<file path="config.mk">
export PLATFORM = sky130hd
export DESIGN_NAME = smi_request_aggregator
export DESIGN_NICKNAME = d
export VERILOG_FILES = /design/src/common/smi_agg_pkg.sv /design/src/hdl/smi_request_aggregator.sv /design/src/hdl/sync2.sv /design/src/hdl/unblock_timer.sv
export SDC_FILE = /design/constraint.sdc
export NUM_CORES = 1
export LEC_CHECK = 0
export BUFFER_PORTS_ARGS = -buffer_cell sky130_fd_sc_hd__buf_2
export CAP_MARGIN = 10
export CORE_AREA = 5 5 98 146
export DETAILED_ROUTE_END_ITERATION = 12
export DIE_AREA = 0 0 103 151
export GPL_TIMING_DRIVEN = 0
export PLACE_DENSITY = 0.71
export SYNTH_ARGS = -nofsm -noshare
export SYNTH_HDL_FRONTEND = slang
export SYNTH_SLANG_ARGS = --single-unit
</file>
<file path="constraint.sdc">
create_clock -name i_clk -period 5.6 [get_ports i_clk]
set_input_delay 1.12 -clock i_clk [delete_from_list [all_inputs] [get_ports i_clk]]
set_output_delay 1.12 -clock i_clk [all_outputs]
set_load 0.02 [all_outputs]
</file>
<file path="src/common/smi_agg_pkg.sv">
// Constants, register map and field layout of the management-interrupt request aggregator.
// How it works
// Sixteen status bits each latch that their source requested the current interrupt.
// Writing one to a status bit clears it; writing zero leaves it alone.
// Source-selection bits choose monitored events; its top bit is reserved.
// Bit 15 deturbo switch, bit 5 break switch, bit 4 software request.
// Bit 14 records video memory and video port access requests.
// Bits 12, 11, 10 carry fast, generic and slow timer expiry.
// Bits 9 to 6 carry serial, parallel, disk and keyboard/mouse requests.
// Bits 3, 2 carry I/O traps 1, 0; bit 1 bus master; bit 0 DMA.
// Bit 13 is the IRQ request, fed by lines enabled in the line-select register.
// A per-line register chooses which interrupt lines reload the throttling timer.
// Asserting the interrupt sets a blocking mask, cleared by the unblocking timer.
// Writing one to the software trigger asserts the interrupt as the software request.
// Output asserts while a selected status bit is set and blocking is clear.
// All six registers reset to zero.
package smi_agg_pkg;

  // ---------------------------------------------------------------------------
  // Register offsets
  // ---------------------------------------------------------------------------
  localparam logic [7:0] OFS_TRIGGER     = 8'h9E;
  localparam logic [7:0] OFS_REQ_STATUS  = 8'hA0;
  localparam logic [7:0] OFS_SRC_SELECT  = 8'hA2;
  localparam logic [7:0] OFS_LINE_SELECT = 8'hA4;
  localparam logic [7:0] OFS_RELOAD_SEL  = 8'hA6;
  localparam logic [7:0] OFS_EVT_STATUS  = 8'hAC;
  localparam logic [7:0] OFS_EVT_MASK    = 8'hAE;

  // ---------------------------------------------------------------------------
  // Status bit positions
  // ---------------------------------------------------------------------------
  localparam int BIT_DETURBO  = 15;
  localparam int BIT_VIDEO    = 14;
  localparam int BIT_IRQ      = 13;
  localparam int BIT_FAST_TMR = 12;
  localparam int BIT_GEN_TMR  = 11;
  localparam int BIT_SLOW_TMR = 10;
  localparam int BIT_SERIAL   = 9;
  localparam int BIT_PARALLEL = 8;
  localparam int BIT_DISK     = 7;
  localparam int BIT_KBD      = 6;
  localparam int BIT_BREAK    = 5;
  localparam int BIT_SOFT     = 4;
  localparam int BIT_TRAP1    = 3;
  localparam int BIT_TRAP0    = 2;
  localparam int BIT_BUS_MST  = 1;
  localparam int BIT_DMA      = 0;

  // Trigger register bits and event status bits.
  localparam int TRIG_SOFT_BIT    = 0;
  localparam int TRIG_UNBLOCK_BIT = 1;
  localparam int EVT_ASSERT_BIT   = 0;
  localparam int EVT_UNBLOCK_BIT  = 1;

  // Select bit 15 is reserved; the deturbo request is always monitored.
  localparam logic [15:0] SEL_WRITABLE = 16'h7FFF;
  localparam logic [15:0] SEL_FORCED   = 16'h8010;
  // Bits fed by the source inputs, not produced inside the block.
  localparam logic [15:0] HW_SRC_MASK  = 16'hDFEF;

  // ---------------------------------------------------------------------------
  // Reset values
  // ---------------------------------------------------------------------------
  localparam logic [15:0] RST_REG16 = 16'h0000;
  localparam logic [1:0]  RST_EVT   = 2'h0;

  // ---------------------------------------------------------------------------
  // Timing
  // ---------------------------------------------------------------------------
  localparam int CLK_PERIOD_NS   = 5;
  localparam int UNBLOCK_TIME_NS = 1000;
  localparam int UNBLOCK_CYCLES  = (UNBLOCK_TIME_NS + CLK_PERIOD_NS - 1) / CLK_PERIOD_NS;

  typedef enum logic [0:0] {TMR_IDLE, TMR_COUNT} unblock_state_t;

endpackage : smi_agg_pkg

</file>
<file path="src/hdl/smi_request_aggregator.sv">
// Collects management-interrupt request sources and drives the active-low interrupt line.
`timescale 1ns/1ps
module smi_request_aggregator
  import smi_agg_pkg::*;
#(
  parameter int UNBLOCK_CNT = UNBLOCK_CYCLES
) (
  // Clock and reset.
  input  wire logic        i_clk,
  input  wire logic        i_rst_n,
  // Register port.
  input  wire logic [7:0]  i_addr,
  input  wire logic [15:0] i_wdata,
  input  wire logic        i_wr,
  input  wire logic        i_rd,
  output logic      [15:0] o_rdata,
  // Request sources from same-clock logic, one-cycle pulses or levels.
  input  wire logic [15:0] i_src_req,
  // Interrupt lines 0 to 15 from pins.
  input  wire logic [15:0] i_irq_line,
  // Outputs to the processor and the throttling timer.
  output logic             o_system_mgmt_interrupt_out_n,
  output logic             o_throttle_reload,
  output logic             o_blocked,
  output logic             o_irq
);

  // ---------------------------------------------------------------------------
  // Storage
  // ---------------------------------------------------------------------------
  logic [15:0] status_reg, status_next;
  logic [15:0] select_reg, select_next;
  logic [15:0] line_sel_reg, line_sel_next;
  logic [15:0] reload_sel_reg, reload_sel_next;
  logic [1:0]  evt_reg, evt_next;
  logic [1:0]  emask_reg, emask_next;
  logic        smi_reg, smi_next;
  logic        block_reg, block_next;
  logic        reload_next;
  logic        irq_next;
  logic [15:0] rdata_next;
  logic [15:0] line_sync;
  logic [15:0] line_prev_reg;
  logic [15:0] line_rise;
  logic [15:0] set_bits;
  logic [15:0] clr_bits;
  logic [15:0] sel_eff;
  logic        wr_status;
  logic        wr_trigger;
  logic        soft_trig;
  logic        unblock_start;
  logic        unblock_expire;
  logic        pending;

  // ---------------------------------------------------------------------------
  // Input conditioning
  // ---------------------------------------------------------------------------

  // Interrupt lines come from pins and are synchronised before use.
  sync2 #(
    .WIDTH (16)
  ) u_line_sync (
    .i_clk   (i_clk),
    .i_rst_n (i_rst_n),
    .i_async (i_irq_line),
    .o_sync  (line_sync)
  );

  // Edge history of the synchronised lines.
  always_ff @(posedge i_clk or negedge i_rst_n) begin
    if (!i_rst_n) begin
      line_prev_reg <= RST_REG16;
    end else begin
      line_prev_reg <= line_sync;
    end
  end

  assign line_rise = line_sync & ~line_prev_reg;

  // ---------------------------------------------------------------------------
  // Write decode
  // ---------------------------------------------------------------------------
  assign wr_status     = i_wr && (i_addr == OFS_REQ_STATUS);
  assign wr_trigger    = i_wr && (i_addr == OFS_TRIGGER);
  // software trigger strobe
  assign soft_trig     = wr_trigger && i_wdata[TRIG_SOFT_BIT];
  // unblocking timer start
  assign unblock_start = wr_trigger && i_wdata[TRIG_UNBLOCK_BIT];

  unblock_timer #(
    .CYCLES (UNBLOCK_CNT)
  ) u_unblock (
    .i_clk    (i_clk),
    .i_rst_n  (i_rst_n),
    .i_start  (unblock_start),
    .o_expire (unblock_expire),
    .o_busy   ()
  );

  // ---------------------------------------------------------------------------
  // Request latching and interrupt line
  // ---------------------------------------------------------------------------

  // Computes request set and clear terms; a set in the clear cycle wins.
  always_comb begin
    sel_eff  = select_reg | SEL_FORCED;
    // source inputs mapped to their status bits
    set_bits = i_src_req & HW_SRC_MASK & sel_eff;
    // enabled interrupt line edges form the IRQ request
    set_bits[BIT_IRQ] = (|(line_rise & line_sel_reg)) & select_reg[BIT_IRQ];
    // software request bit set by the trigger
    set_bits[BIT_SOFT] = soft_trig;
    // ones written clear their bits
    clr_bits = wr_status ? i_wdata : RST_REG16;
    // latched requests stay until cleared
    status_next = (status_reg & ~clr_bits) | set_bits;
  end

  // Drives the interrupt line and the blocking mask.
  always_comb begin
    // selected pending request asserts the line
    pending = |(status_reg & sel_eff);
    // while blocked the line may only stay asserted, never re-assert
    if (block_reg) begin
      smi_next = smi_reg && pending;
    end else begin
      smi_next = pending;
    end
    block_next = block_reg;
    if (unblock_expire) begin
      block_next = 1'b0;
    end
    // blocking mask set on every assertion
    if (smi_next && !smi_reg) begin
      block_next = 1'b1;
    end
  end

  // enabled line edges reload the throttling timer
  assign reload_next = |(line_rise & reload_sel_reg);

  // ---------------------------------------------------------------------------
  // Configuration, event interrupt and read path
  // ---------------------------------------------------------------------------

  // Next values of the software-written registers and the event flags.
  always_comb begin
    select_next     = select_reg;
    line_sel_next   = line_sel_reg;
    reload_sel_next = reload_sel_reg;
    emask_next      = emask_reg;
    evt_next        = evt_reg;
    if (i_wr) begin
      case (i_addr)
        // reserved top bit of the selection never stores
        OFS_SRC_SELECT:  select_next     = i_wdata & SEL_WRITABLE;
        // per-line enables of the IRQ request
        OFS_LINE_SELECT: line_sel_next   = i_wdata;
        // per-line reload enables
        OFS_RELOAD_SEL:  reload_sel_next = i_wdata;
        OFS_EVT_STATUS:  evt_next        = evt_reg & ~i_wdata[1:0];
        OFS_EVT_MASK:    emask_next      = i_wdata[1:0];
        default:         ;
      endcase
    end
    if (smi_next && !smi_reg) begin
      evt_next[EVT_ASSERT_BIT] = 1'b1;
    end
    if (unblock_expire) begin
      evt_next[EVT_UNBLOCK_BIT] = 1'b1;
    end
    irq_next = |(evt_next & emask_next);
  end

  // Read data for the cycle after the strobe; zero otherwise.
  always_comb begin
    rdata_next = RST_REG16;
    if (i_rd) begin
      case (i_addr)
        OFS_REQ_STATUS:  rdata_next = status_reg;
        OFS_SRC_SELECT:  rdata_next = select_reg;
        OFS_LINE_SELECT: rdata_next = line_sel_reg;
        OFS_RELOAD_SEL:  rdata_next = reload_sel_reg;
        OFS_EVT_STATUS:  rdata_next = {14'h0000, evt_reg};
        OFS_EVT_MASK:    rdata_next = {14'h0000, emask_reg};
        default:         rdata_next = RST_REG16;
      endcase
    end
  end

  // all registers clear on reset
  always_ff @(posedge i_clk or negedge i_rst_n) begin
    if (!i_rst_n) begin
      status_reg                    <= RST_REG16;
      select_reg                    <= RST_REG16;
      line_sel_reg                  <= RST_REG16;
      reload_sel_reg                <= RST_REG16;
      evt_reg                       <= RST_EVT;
      emask_reg                     <= RST_EVT;
      smi_reg                       <= 1'b0;
      block_reg                     <= 1'b0;
      o_rdata                       <= RST_REG16;
      o_system_mgmt_interrupt_out_n <= 1'b1;
      o_throttle_reload             <= 1'b0;
      o_blocked                     <= 1'b0;
      o_irq                         <= 1'b0;
    end else begin
      status_reg                    <= status_next;
      select_reg                    <= select_next;
      line_sel_reg                  <= line_sel_next;
      reload_sel_reg                <= reload_sel_next;
      evt_reg                       <= evt_next;
      emask_reg                     <= emask_next;
      smi_reg                       <= smi_next;
      block_reg                     <= block_next;
      o_rdata                       <= rdata_next;
      o_system_mgmt_interrupt_out_n <= !smi_next;
      o_throttle_reload             <= reload_next;
      o_blocked                     <= block_next;
      o_irq                         <= irq_next;
    end
  end

  // ---------------------------------------------------------------------------
  // Assertions
  // ---------------------------------------------------------------------------

  // write-one clear
  a_w1c_clears: assert property (@(posedge i_clk) disable iff (!i_rst_n)
    (wr_status && i_wdata[BIT_DMA] && !i_src_req[BIT_DMA]) |=> !status_reg[BIT_DMA])
    else $error("Status bit not cleared by a one.");

  // write-zero keeps bit
  a_w0_keeps: assert property (@(posedge i_clk) disable iff (!i_rst_n)
    (wr_status && !i_wdata[BIT_DMA] && status_reg[BIT_DMA]) |=> status_reg[BIT_DMA])
    else $error("Status bit lost on a zero write.");

  // gated latching
  a_sel_gates_latch: assert property (@(posedge i_clk) disable iff (!i_rst_n)
    (!status_reg[BIT_DISK] && !select_reg[BIT_DISK]) |=> !status_reg[BIT_DISK])
    else $error("Unselected source latched.");

  // software trigger
  a_soft_sets_bit: assert property (@(posedge i_clk) disable iff (!i_rst_n)
    soft_trig |=> status_reg[BIT_SOFT] ##1 (block_reg || !o_system_mgmt_interrupt_out_n))
    else $error("Software trigger did not raise the request.");

  // mask on assertion
  a_block_on_assert: assert property (@(posedge i_clk) disable iff (!i_rst_n)
    $fell(o_system_mgmt_interrupt_out_n) |-> o_blocked)
    else $error("Assertion without blocking mask.");

  // no re-assertion while blocked
  a_no_nesting: assert property (@(posedge i_clk) disable iff (!i_rst_n)
    ($past(o_blocked) && $past(o_system_mgmt_interrupt_out_n)) |-> o_system_mgmt_interrupt_out_n)
    else $error("Nested management interrupt.");

  // timer releases mask
  a_unblock_release: assert property (@(posedge i_clk) disable iff (!i_rst_n)
    (unblock_start && !soft_trig && !pending) ##1 !unblock_start [*3]
      |-> ##[1:250] !o_blocked)
    else $error("Blocking mask not released by the timer.");

  // line follows pending
  a_line_needs_req: assert property (@(posedge i_clk) disable iff (!i_rst_n)
    !o_system_mgmt_interrupt_out_n |-> $past(pending))
    else $error("Line asserted with no selected request.");

  // reserved select bit
  a_reserved_zero: assert property (@(posedge i_clk) disable iff (!i_rst_n)
    !select_reg[15])
    else $error("Reserved selection bit stored.");

  // reload pulse
  a_reload_pulse: assert property (@(posedge i_clk) disable iff (!i_rst_n)
    (|(line_rise & reload_sel_reg)) |=> o_throttle_reload)
    else $error("Throttle reload missed.");

  // disabled lines never reload
  a_reload_gated: assert property (@(posedge i_clk) disable iff (!i_rst_n)
    !(|(line_rise & reload_sel_reg)) |=> !o_throttle_reload)
    else $error("Throttle reload without an enabled line edge.");

  // status read returns latched requests
  a_status_read: assert property (@(posedge i_clk) disable iff (!i_rst_n)
    (i_rd && (i_addr == OFS_REQ_STATUS)) |=> (o_rdata == $past(status_reg)))
    else $error("Status read returned the wrong requests.");

  // read data only after a read
  a_rdata_idle: assert property (@(posedge i_clk) disable iff (!i_rst_n)
    !i_rd |=> (o_rdata == RST_REG16))
    else $error("Read data present without a read.");

  // enabled line edge latches
  a_line_latch: assert property (@(posedge i_clk) disable iff (!i_rst_n)
    ((|(line_rise & line_sel_reg)) && select_reg[BIT_IRQ]) |=> status_reg[BIT_IRQ])
    else $error("Enabled interrupt line edge not latched.");

  // zero trigger has no effect
  a_zero_trigger: assert property (@(posedge i_clk) disable iff (!i_rst_n)
    (wr_trigger && !i_wdata[TRIG_SOFT_BIT] && !status_reg[BIT_SOFT]) |=> !status_reg[BIT_SOFT])
    else $error("Zero trigger write raised the software request.");

  // reset returns to idle
  a_reset_idle: assert property (@(posedge i_clk)
    !i_rst_n |=> (o_system_mgmt_interrupt_out_n && !o_blocked && (status_reg == RST_REG16)))
    else $error("Reset did not return the block to idle.");

endmodule : smi_request_aggregator

</file>
<file path="src/hdl/sync2.sv">
// Two-flip-flop synchroniser for a bus of independent pin levels.
`timescale 1ns/1ps
module sync2 #(
  parameter int WIDTH = 16
) (
  // Clock and reset.
  input  wire logic             i_clk,
  input  wire logic             i_rst_n,
  // Asynchronous levels in, synchronous levels out.
  input  wire logic [WIDTH-1:0] i_async,
  output logic      [WIDTH-1:0] o_sync
);

  logic [WIDTH-1:0] meta_reg;

  // The first stage feeds only the second stage.
  always_ff @(posedge i_clk or negedge i_rst_n) begin
    if (!i_rst_n) begin
      meta_reg <= '0;
      o_sync   <= '0;
    end else begin
      meta_reg <= i_async;
      o_sync   <= meta_reg;
    end
  end

endmodule : sync2

</file>
<file path="src/hdl/unblock_timer.sv">
// One-shot countdown that ends the interrupt blocking window.
`timescale 1ns/1ps
module unblock_timer
  import smi_agg_pkg::*;
#(
  parameter int CYCLES = UNBLOCK_CYCLES
) (
  // Clock and reset.
  input  wire logic i_clk,
  input  wire logic i_rst_n,
  // Start strobe, expiry pulse and busy level.
  input  wire logic i_start,
  output logic      o_expire,
  output logic      o_busy
);

  localparam int CW = $clog2(CYCLES + 1);
  localparam logic [CW-1:0] LOAD = CW'(CYCLES);
  localparam logic [CW-1:0] ONE  = CW'(1);

  unblock_state_t state_reg, state_next;
  logic [CW-1:0]  cnt_reg, cnt_next;
  logic           expire_next;

  // A start while counting restarts the full interval.
  always_comb begin
    state_next  = state_reg;
    cnt_next    = cnt_reg;
    expire_next = 1'b0;
    case (state_reg)
      TMR_IDLE: begin
        if (i_start) begin
          state_next = TMR_COUNT;
          cnt_next   = LOAD;
        end
      end
      TMR_COUNT: begin
        if (i_start) begin
          cnt_next = LOAD;
        end else if (cnt_reg == ONE) begin
          state_next  = TMR_IDLE;
          cnt_next    = '0;
          expire_next = 1'b1;
        end else begin
          cnt_next = cnt_reg - ONE;
        end
      end
      default: begin
        state_next = TMR_IDLE;
        cnt_next   = '0;
      end
    endcase
  end

  // Registers the countdown.
  always_ff @(posedge i_clk or negedge i_rst_n) begin
    if (!i_rst_n) begin
      state_reg <= TMR_IDLE;
      cnt_reg   <= '0;
      o_expire  <= 1'b0;
    end else begin
      state_reg <= state_next;
      cnt_reg   <= cnt_next;
      o_expire  <= expire_next;
    end
  end

  assign o_busy = (state_reg == TMR_COUNT);

endmodule : unblock_timer

</file>
== Yosys cells after proc, flatten, opt, wreduce, memory -nomap -nowiden ==
Cells that the tools add are included.
Cells by class
  add/sub/neg operators: 1
  equal/unequal tests: 9
  multiplexer cells: 23
  bitwise operators: 14
  reductions and logical operators: 16
Operators with widths (count)
  $and 16x16->16: 6
  $pmux 16 s6: 1
  $eq 8x8->1 const B: 7
  $reduce_or 16->1: 3
  $mux 16: 2
  $not 16->16: 2
  $mux 8: 3
  $or 16x16->16: 1
  $pmux 8 s2: 1
  $mux 1: 11
  $eq 8x1->1 const B: 1
  $mux 2: 4
  $sub 8x1->8 const B: 1
  $logic_and 1x1->1: 6
  $reduce_and 2->1: 3
  $and 2x2->2: 2
  $logic_not 1->1: 2
  $ne 2x1->1 const B: 1
  $not 2->2: 1
  $pmux 1 s2: 1
  $reduce_bool 2->1: 1
  $reduce_or 2->1: 1
  $and 1x1->1: 1
  $not 1->1: 1
Word-level totals
  register bits after elaboration: 146
  bits of input ports: 60

== Longest topological paths before layout ==
Gate-level depths: netlist (run 1).
  word-level depth: 8
  depth in mapped cells: 8
  mapped depth without buffers: 6

== By module ==
Synthesis (run 1) repeated with hierarchy kept, for this count alone.
Second synthesis, totals
  cell total of the unflattened synthesis: 426
  area, all modules: 5806.8 um^2
By module, submodules not included
  smi_request_aggregator: instances 1, cells each 339, area each 4478.0 um^2, sequential area each 2603.7 um^2
  sync2: instances 1, cells each 32, area each 800.8 um^2, sequential area each 800.8 um^2
  unblock_timer: instances 1, cells each 55, area each 528.0 um^2, sequential area each 250.2 um^2

== Worst setup path after synthesis (run 1) ==
No wires, ideal clock.
  path kind: input -> register
  start: input port i_addr[0]
  end: register line_sel_reg[0]
  library setup time: 125 ps
  arrival: 2932 ps
  setup slack: 2543 ps
  stages: 7
  buffers on the path: 2
  path through: or3b_1 > buf_2 > or3_4 > nor3b_4 > nand2_4 > buf_6 > mux2_4
On the way
  cells in the longest elaborated chain, start to end: 2
Ends and longest elaborated chain
  start: declaration: RTL line smi_request_aggregator.sv:12  | input wire logic [7:0] i_addr,
  $eq 8x8->1: RTL line smi_request_aggregator.sv:154  | case (i_addr)
  $reduce_and 2->1 (no line)
  end signal: assignment: RTL line smi_request_aggregator.sv:210  | line_sel_reg <= line_sel_next;
  end: declaration: RTL line smi_request_aggregator.sv:33  | logic [15:0] line_sel_reg, line_sel_next;
Every way passes these cells.
A chain may end at the register's enable or synchronous reset.

== Worst setup path after layout (run 1) ==
  start: input port i_addr[0]
  end: register status_reg[13]
On the way
  cells in the longest elaborated chain, start to end: 6
Ends and longest elaborated chain
  $eq 8x8->1: RTL line smi_request_aggregator.sv:83  | assign wr_status = i_wr && (i_addr == OFS_REQ_STATUS);
  $logic_and 1x1->1: RTL line smi_request_aggregator.sv:83
  $mux 16: RTL line smi_request_aggregator.sv:114  | clr_bits = wr_status ? i_wdata : RST_REG16;
  $not 16->16: RTL line smi_request_aggregator.sv:116  | status_next = (status_reg & ~clr_bits) | set_bits;
  $and 16x16->16: RTL line smi_request_aggregator.sv:116
  $or 16x16->16: RTL line smi_request_aggregator.sv:116
  named net status_next[13]: RTL line smi_request_aggregator.sv:31  | logic [15:0] status_reg, status_next;
  end signal: assignment: RTL line smi_request_aggregator.sv:208  | status_reg <= status_next;
  end: declaration: RTL line smi_request_aggregator.sv:31
The timed path passes the listed nets, and every way through them passes these cells.

==> results of run 1 <==
-- path summary, 6_finish.rpt --
check / slack, ns / cells past startpoint / start / to
worst min-delay path: 0.35 / 0 / u_line_sync.meta_reg[10] / u_line_sync.o_sync[10]
worst max register to register: 3.54 / 5 / u_unblock.cnt_reg[2] / u_unblock.cnt_reg[3]
worst max-delay path: 2.28 / 9 / i_addr[0] / status_reg[13]
max in group asynchronous: 4.11 / 2 / i_rst_n / o_system_mgmt_interrupt_out_n
min in group asynchronous: 0.63 / 1 / i_rst_n / u_line_sync.meta_reg[15]
worst min register to register: 0.35 / 0 / u_line_sync.meta_reg[10] / u_line_sync.o_sync[10]
-- worst reg2reg max path, stage by stage (launching register included) --
cell and delay (ns):
dfrtp_1 0.44, nor4_1 0.42, nor4bb_1 0.33, clkbuf_1 0.31, o21ai_0 0.15, a211o_1 0.31
-- where the power goes --
part	internal, uW	leakage (uW)	total [uW]	switching, uW
combinational	125	0.00116	257	132
clock	838	0.000316	1260	420
sequential	1160	0.00185	1260	96.4
total	2130	0.00333	2770	648
-- cells by family after synthesis --
group,Yosys count
flip-flops,146
multiplexers,55
buffers and inverters,24
AO/OA/AOI/OAI,82
adder cells (fa/ha/maj),2
AND/OR/NAND/NOR,110
-- cells in the mapped netlist, types with 3 or more instances --
cell type  instances  area [sq um]
nor2b_1           10          62.6
nand4_1            6          37.5
nand3b_1          10          75.1
dfrtp_1          145          3630
nand2_1           37           139
mux2_4            10           150
nand3_1            4          20.0
mux2_2            44           495
a22oi_1           14           105
nor2_1            12          45.0
inv_1              6          22.5
clkbuf_1           7          26.3
a222oi_1          14           140
nor3_1             6          30.0
a21oi_1           17          85.1
buf_2              8          40.0
a22o_1            18           158
o31ai_1            3          22.5
nand2b_1           5          31.3
-- per-layer routing --
layer / up-vias / wire length (um) / GRT usage (%)
li1: 1735 / - / -
met1: 2001 / 5390 / 23.2
met2: 168 / 7260 / 31.3
met3: 34 / 865 / 4.52
met4: 0 / 427 / 8.43
met5: - / 0 / 0
-- final cells by class --
| type | instances | area share, % |
|---|---|---|
| Inverter | 6 | 0.323 |
| Tap cell | 159 | 2.85 |
| Clock inverter | 9 | 2.54 |
| Buffer | 18 | 1.25 |
| Multi-Input combinational cell | 249 | 27.9 |
| Sequential cell | 146 | 52.3 |
| Clock buffer | 23 | 6.99 |
| Timing Repair Buffer | 75 | 5.79 |
-- per-stage QoR --
step / std cells / setup WS (ns) / utilization [%]
final: 685 / 2.28 / 54.2
after global placement: 652 / 1.45 / 48.7
after floorplan: 419 / 2.54 / -
after CTS: 685 / 2.35 / 54.2
after detailed placement: 653 / 1.92 / 49.0
after global routing: 685 / 2.19 / 54.2
==> summary.txt, run 1 <==
Setup path
  • Slowest Stage Delay on Critical Path: 0.88 ns
  • Buf+Inv Stages, Crit Path: 4
  • Worst setup EP type: register
  • Arrival @ worst endpoint: 3.62 ns
  • Critical Path Source Type: input port
  • Top Family by Delay on Critical Path: simple AND/OR/NAND/NOR gates
  • Crit path max-delay cell type: nor4b_2
  • CP Cell Sequence: buf_2, or3b_1, buf_2, nor4b_2, and2_0, clkbuf_2, buf_2, nand2_1, a22o_1
  • Most used cell, CP: buf_2
  • Crit path max fanout: 10
  • Critical path required time: 5.90 ns
  • CP Class: in2reg

Synthesis
  • Main combinational cell family by area after synthesis: multiplexers
  • Compound-Gate Fraction of Synth Area: 11.1%
  • Adder-cell area share of the yosys netlist: less than 1%
  • Seq/Total Area, Yosys: 64.0%
  • Synth Area in XOR/XNOR: 0%
  • EDFF count, synth: 0
  • Flops & latches, synth: 146
  • Gate Count Post-Synth: 419
  • Ys async rst share: 100%
  • Mean Syn Cell Area: 13.6 sq um
  • Synth unique cells: 48
  • Post-Synth Simple-Gate Area: 11.0%
  • Yosys Warn Count: 0
  • Post-synthesis cell area: 5710 sq um
  • Multiplexer area fraction after synthesis: between 10% and 20%
  • Mapped Nets: 481
  • Ys flop type: dfrtp_1

Timing
  • Layout Skew: ~0.007 ns
  • Final min period: 3.32 ns
  • Max-slew headroom: 31.7%
  • Final Hold Fails: 0
  • Final period util: 59.3%
  • Max Slew Vio Count: 0
  • RSZ-0062 raised after global routing: false
  • Setup TNS Final: 0 ns
  • Final setup vio count: 0
  • Measured slew at the worst slew-check pin: 1.02 ns
  • Fin Hold WS: 0.346 ns
  • Fmax: ~0.3 GHz

CTS
  • Clk pin slew, worst setup/hold paths: 0.06 ns
  • # hold bufs at CTS: 0
  • Root Driver: clkbuf_16
  • # Post-CTS Setup Buffers: 0
  • Clk sink count: 146
  • CTS tree: built
  • Num CTS Buffers: 17
  • Clk Latency, worst-skew pair: around 0.4 ns
  • Clock tree buffer depth: 2
  • H-Tree Depth: 4
  • Post-CTS sizing: 0

Detailed routing
  • Via Count: roughly 4000
  • Final wirelength: 13900 um
  • WL per Instance: 20.4 um
  • Vias per Instance: 5.75
  • Drt pass-1 iters: 5
  • # DRC: 0
  • ANT nets after route: 0
  • Initial DRC count: 350

Power
  • Static leakage: 0.00333 uW
  • Overall power: 2770 uW
  • Pwr Density: 397 nW/um^2
  • Max IR drop VDD: 216 uV

Cells and area
  • Fin area: 6980 sq um
  • Register Area: roughly 3700 sq um
  • Multi-input gate area: approximately 1900 sq um
  • Final #Nets: 575
  • Ratio of cells with drive above 1 in the final layout: between 30% and 40%
  • Most frequent cells in the layout: 145 x dfrtp_1, 81 x buf_2, 44 x mux2_2
  • Area growth syn-to-layout: 22.2%
  • Fill count: 1084
  • ANT cells: 0
  • Commonest non-fill, non-tap cell in the layout: dfrtp_1

Place
  • PortBufs: 74
  • Post-DP HPWL: 9850 um
  • Final GP Congestion: 0.908
  • Placed Area: 6320 sq um

Global routing
  • Vias in the first global route: 4095
  • Global-route wire length before repair: roughly 22000 um
  • Largest net degree at the start of global routing: 99
  • Initial antenna violation count: 0
  • GR Overflow Total: 0
  • Total GRT Usage: 18.9%

Floorplan
  • CORE AREA: approximately 13000 sq um
  • Die Y: 151 um
  • Row cnt: ~50
  • Die area: 15600 sq um
  • IO Pins: 80
  • Die Wd: 103 um
  • Starting Density: 44.3%

Run status
  • Status: finished, final reports clean

Hold path
  • HP Class: reg2reg

Job
  • Max cap viols: 0
No activity file was read; power rests on OpenSTA's default activity.
==> run 2: changes to the inputs <==
--- a/config.mk
+++ b/config.mk
@@ -5,13 +5,14 @@
 export SDC_FILE = /design/constraint.sdc
 export NUM_CORES = 1
 export LEC_CHECK = 0
+export ABC_AREA = 1
 export BUFFER_PORTS_ARGS = -buffer_cell sky130_fd_sc_hd__buf_2
 export CAP_MARGIN = 10
-export CORE_AREA = 5 5 98 146
+export CORE_AREA = 5 5 101 150
 export DETAILED_ROUTE_END_ITERATION = 12
-export DIE_AREA = 0 0 103 151
+export DIE_AREA = 0 0 106 155
 export GPL_TIMING_DRIVEN = 0
-export PLACE_DENSITY = 0.71
+export PLACE_DENSITY = 0.73
 export SYNTH_ARGS = -nofsm -noshare
 export SYNTH_HDL_FRONTEND = slang
 export SYNTH_SLANG_ARGS = --single-unit
==> constraint.sdc (replaced) <==
create_clock -name i_clk -period 3 [get_ports i_clk]
set_input_delay 0.6 -clock i_clk [delete_from_list [all_inputs] [get_ports i_clk]]
set_output_delay 0.6 -clock i_clk [all_outputs]
set_load 0.02 [all_outputs]
==> run 2 against run 1 <==
  * Critical path depth fell by 8
  * Clock power increased by 97%
  * Flip-flop and latch count stayed put
  * Global-route usage increased by 0.47 points
  * Final area rose by 4.6%
  * Combinational power increased by 100%
  * Synthesized cell count increased by 57%
  * Clock-buffer cell count shrank 4
  * Sequential share of layout area fell by 2.3 points
  * Cell count rose by 36%
  * Register-to-register slack got worse by 1.9 ns
==> summary.txt, run 2 <==
Synthesis
  • Mean Syn Cell Area: 9.10 sq um (-33%)
  • Mapped Nets: 720 (+50%)
  • Yosys Warn Count: 0 (unchanged)
  • Seq/Total Area, Yosys: 61.0% (-2.9 points)
  • Synth unique cells: 31 (-35%)
  • Share of the synthesized area in the top cell type: 60.6% (-2.9 points)
  • Synth area leader: dfrtp_1
  • Commonest cells post-synth: 220 x nand2_1, 145 x dfrtp_1, 62 x inv_1
  • Post-synthesis cell area: 5990 sq um (+4.8%)
  • Gate Count Post-Synth: 658 (+57%)
  • Flops & latches, synth: 146 (unchanged)
  • Ys async rst share: 100% (unchanged)
  • Top-count cell post-synth: nand2_1
  • EDFF count, synth: 0 (unchanged)
  • Synth area leaders: dfrtp_1 61%, nand2_1 14%, nand3_1 4.2%, inv_1 3.9%, nor2_1 3.0%
  • Ys flop type: dfrtp_1

Setup path
  • Crit path max-delay cell type: dfstp_2
  • CP Class: reg2out
  • Critical Path Start: o_system_mgmt_interrupt_out_n
  • Top Family by Delay on Critical Path: flip-flops
  • Critical Path Source Type: register
  • Slowest Stage Delay on Critical Path: 0.52 ns (-0.36 ns)
  • Critical path required time: 2.40 ns (-3.50 ns)
  • Arrival @ worst endpoint: 1.09 ns (-2.53 ns)
  • Cells on worst reg2reg path: 8 (+3)
  • WP depth: 1 (-8)
  • Worst setup EP type: primary output
  • CP Cell Sequence: buf_2
  • Reg2Reg Capture Point: u_unblock.cnt_reg[2]
  • Crit path max fanout: 1 (-9)
  • Buf+Inv Stages, Crit Path: 1 (-3)
  • Critical Path Sink: o_system_mgmt_interrupt_out_n
  • Reg2reg setup slack: 1.67 ns (-1.87 ns)
  • Reg2reg start: u_unblock.cnt_reg[5]

Floorplan
  • Die Y: 155 um (+2.6%)
  • Die Wd: 106 um (+2.9%)
  • Die area: 16400 sq um (+5.6%)
  • CORE AREA: 13800 sq um (+7.0%)
  • Starting Density: 43.4% (-0.92 points)
  • Row cnt: 53 (+3.9%)
  • IO Pins: 80 (unchanged)

Timing
  • Max-slew headroom: 58.9% (+27 points)
  • Final min period: roughly 1.7 ns
  • RSZ-0062 raised after global routing: false
  • Fmax: around 0.59 GHz
  • Max Slew Vio Count: 0 (unchanged)
  • Final Hold Fails: 0 (unchanged)
  • Layout Skew: 0.00619 ns (-0.000988 ns)
  • Final setup vio count: 0 (unchanged)
  • Final period util: between 50% and 60%
  • Setup TNS Final: 0 ns (unchanged)
  • Measured slew at the worst slew-check pin: 0.617 ns (-0.406 ns)

Place
  • Post-DP HPWL: 10700 um (+8.7%)
  • PortBufs: 76 (+2.7%)
  • Final GP Congestion: 0.885 (-2.5%)

CTS
  • CTS tree: built
  • Clk pin slew, worst setup/hold paths: 0.06 ns (about the same)
  • Num CTS Buffers: 17 (unchanged)
  • Root Driver: clkbuf_16
  • Clk Latency, worst-skew pair: 0.42 ns (about the same)
  • # hold bufs at CTS: 0 (unchanged)
  • # Post-CTS Setup Buffers: 0 (unchanged)
  • Clk sink count: 146 (unchanged)
  • Post-CTS sizing: 0 (unchanged)
  • H-Tree Depth: 4 (unchanged)
  • Clock tree buffer depth: 2 (unchanged)

Global routing
  • Total GRT Usage: 19.4% (+0.47 points)
  • Initial antenna violation count: 0 (unchanged)
  • Largest net degree at the start of global routing: 85 (-14%)
  • Global-route wire length before repair: 24300 um (+11%)
  • GR Overflow Total: 0 (unchanged)
  • Vias in the first global route: 4853 (+19%)

Hold path
  • HP Class: in2async

Power
  • Reg power frac: 43.6% (-1.8 points)
  • NetSw: 1270 uW (+96%)
  • Clock share of power: 46.7% (+1.4 points)
  • Overall power: 5300 uW (+91%)
  • Static leakage: 0.00381 uW (+15%)
  • Net Sw Frac: 24.0% (+0.61 points)
  • Max IR drop VDD: 405 uV (+87%)
  • Pwr Density: 726 nW/um^2 (+83%)
  • Int Pwr: 4030 uW (+90%)
  • Comb pwr share: 9.7% (+0.4 points)

Detailed routing
  • # DRC: 0 (unchanged)
  • Final wirelength: 14900 um (+6.5%)
  • Via Count: 4707 (+20%)
  • WL per Instance: 15.9 um (-22%)
  • ANT nets after route: 0 (unchanged)
  • Vias per Instance: 5.05 (-12%)
  • Drt pass-1 iters: 5 (unchanged)
  • Initial DRC count: 353 (+0.86%)

Cells and area
  • Commonest non-fill, non-tap cell in the layout: nand2_1
  • Most frequent cells in the layout: 220 x nand2_1, 145 x dfrtp_1, 84 x buf_2
  • Area growth syn-to-layout: 22.0%
  • Ratio of cells with drive above 1 in the final layout: 19.2% (-15 points)
  • Final #Nets: 816 (+42%)
  • ANT cells: 0 (unchanged)

Job
  • Max cap viols: 0 (unchanged)

Run status
  • Status: finished, final reports clean
==> run 2: cell count changes after synthesis, sizes merged, moves of 14 or more <==
| cell | previous run | this run |
|---|---|---|
| nand2 | 40 | 225 |
| o21ai | 2 | 69 |
| inv | 6 | 64 |
| mux2 | 54 | 0 |
| nand3 | 4 | 50 |
| nor2 | 12 | 52 |
| a22o | 18 | 0 |
| a21oi | 17 | 1 |
| a222oi | 14 | 0 |
| a22oi | 14 | 0 |
==> run 2: power groups by stage <==
stage	clock (uW)	sequential (uW)	combinational, uW
2_1_floorplan	0	2320	329
3_3_place_gp	0	2340	490
3_5_place_dp	0	2340	513
4_1_cts	2500	2310	520
5_1_grt	2600	2340	599
6_report	2480	2310	513
==> run 2: cell families after synthesis <==
group,count (synthesis),share of synthesized area (%)
buffers and inverters,81,6.02
and+or+nand+nor,346,24.5
xor gates and xnor gates,5,0.731
adders and majority gates,2,0.418
DFF,146,61.0
AOI/OAI and AO/OA,78,7.31
==> run 2: layout make-up <==
class | count | area [sq um]
Buffer | 16 | 116
Clock buffer | 19 | 443
Clock inverter | 13 | 254
Fill cell | 1285 | 6490
Inverter | 65 | 244
Multi-Input combinational cell | 431 | 1970
Sequential cell | 146 | 3650
Tap cell | 165 | 206
Timing Repair Buffer | 77 | 414
==> run 2: layer usage <==
layer	up-vias	global-route usage (%)	routed length, um
li1	2287	-	-
met1	2226	22.3	5650
met2	156	33.5	7650
met3	38	4.11	855
met4	0	10.5	691
met5	-	0	0
==> run 2: worst register-to-register path, stage by stage (launching register included) <==
cell     delay (ns)
dfrtp_1        0.36
inv_1          0.15
nand2_1        0.07
nor2_1         0.12
nand3_1        0.10
nand2_1        0.13
inv_1          0.08
nand2_1        0.12
o22ai_1        0.09
==> run 2: how the worst min path moves through the flow <==
stage | startpoint | to | slack (ns) | cells after the start
6_report | i_rst_n | u_unblock.cnt_reg[2] | 0.15 | 1
5_1_grt | i_rst_n | u_unblock.cnt_reg[1] | 0.19 | 1
4_1_cts | i_rst_n | u_unblock.cnt_reg[1] | 0.18 | 1
3_5_place_dp | u_line_sync.meta_reg[5] | u_line_sync.o_sync[5] | 0.34 | 0
3_3_place_gp | u_line_sync.meta_reg[10] | u_line_sync.o_sync[10] | 0.33 | 0
2_1_floorplan | i_rst_n | block_reg | 0.30 | 0
==> run 2: through the flow <==
step	hold WS (ns)	util (%)	cell area (sq um)	std cells	worst slack [ns]
floorplan	0.304	-	5990	658	1.35
global placement	0.334	47.7	6570	899	-0.704
detailed placement	0.336	47.9	6610	900	0.971
CTS	0.178	53.0	7300	932	1.28
global route	0.193	53.0	7300	932	1.27
finish	0.152	53.0	7300	932	1.31
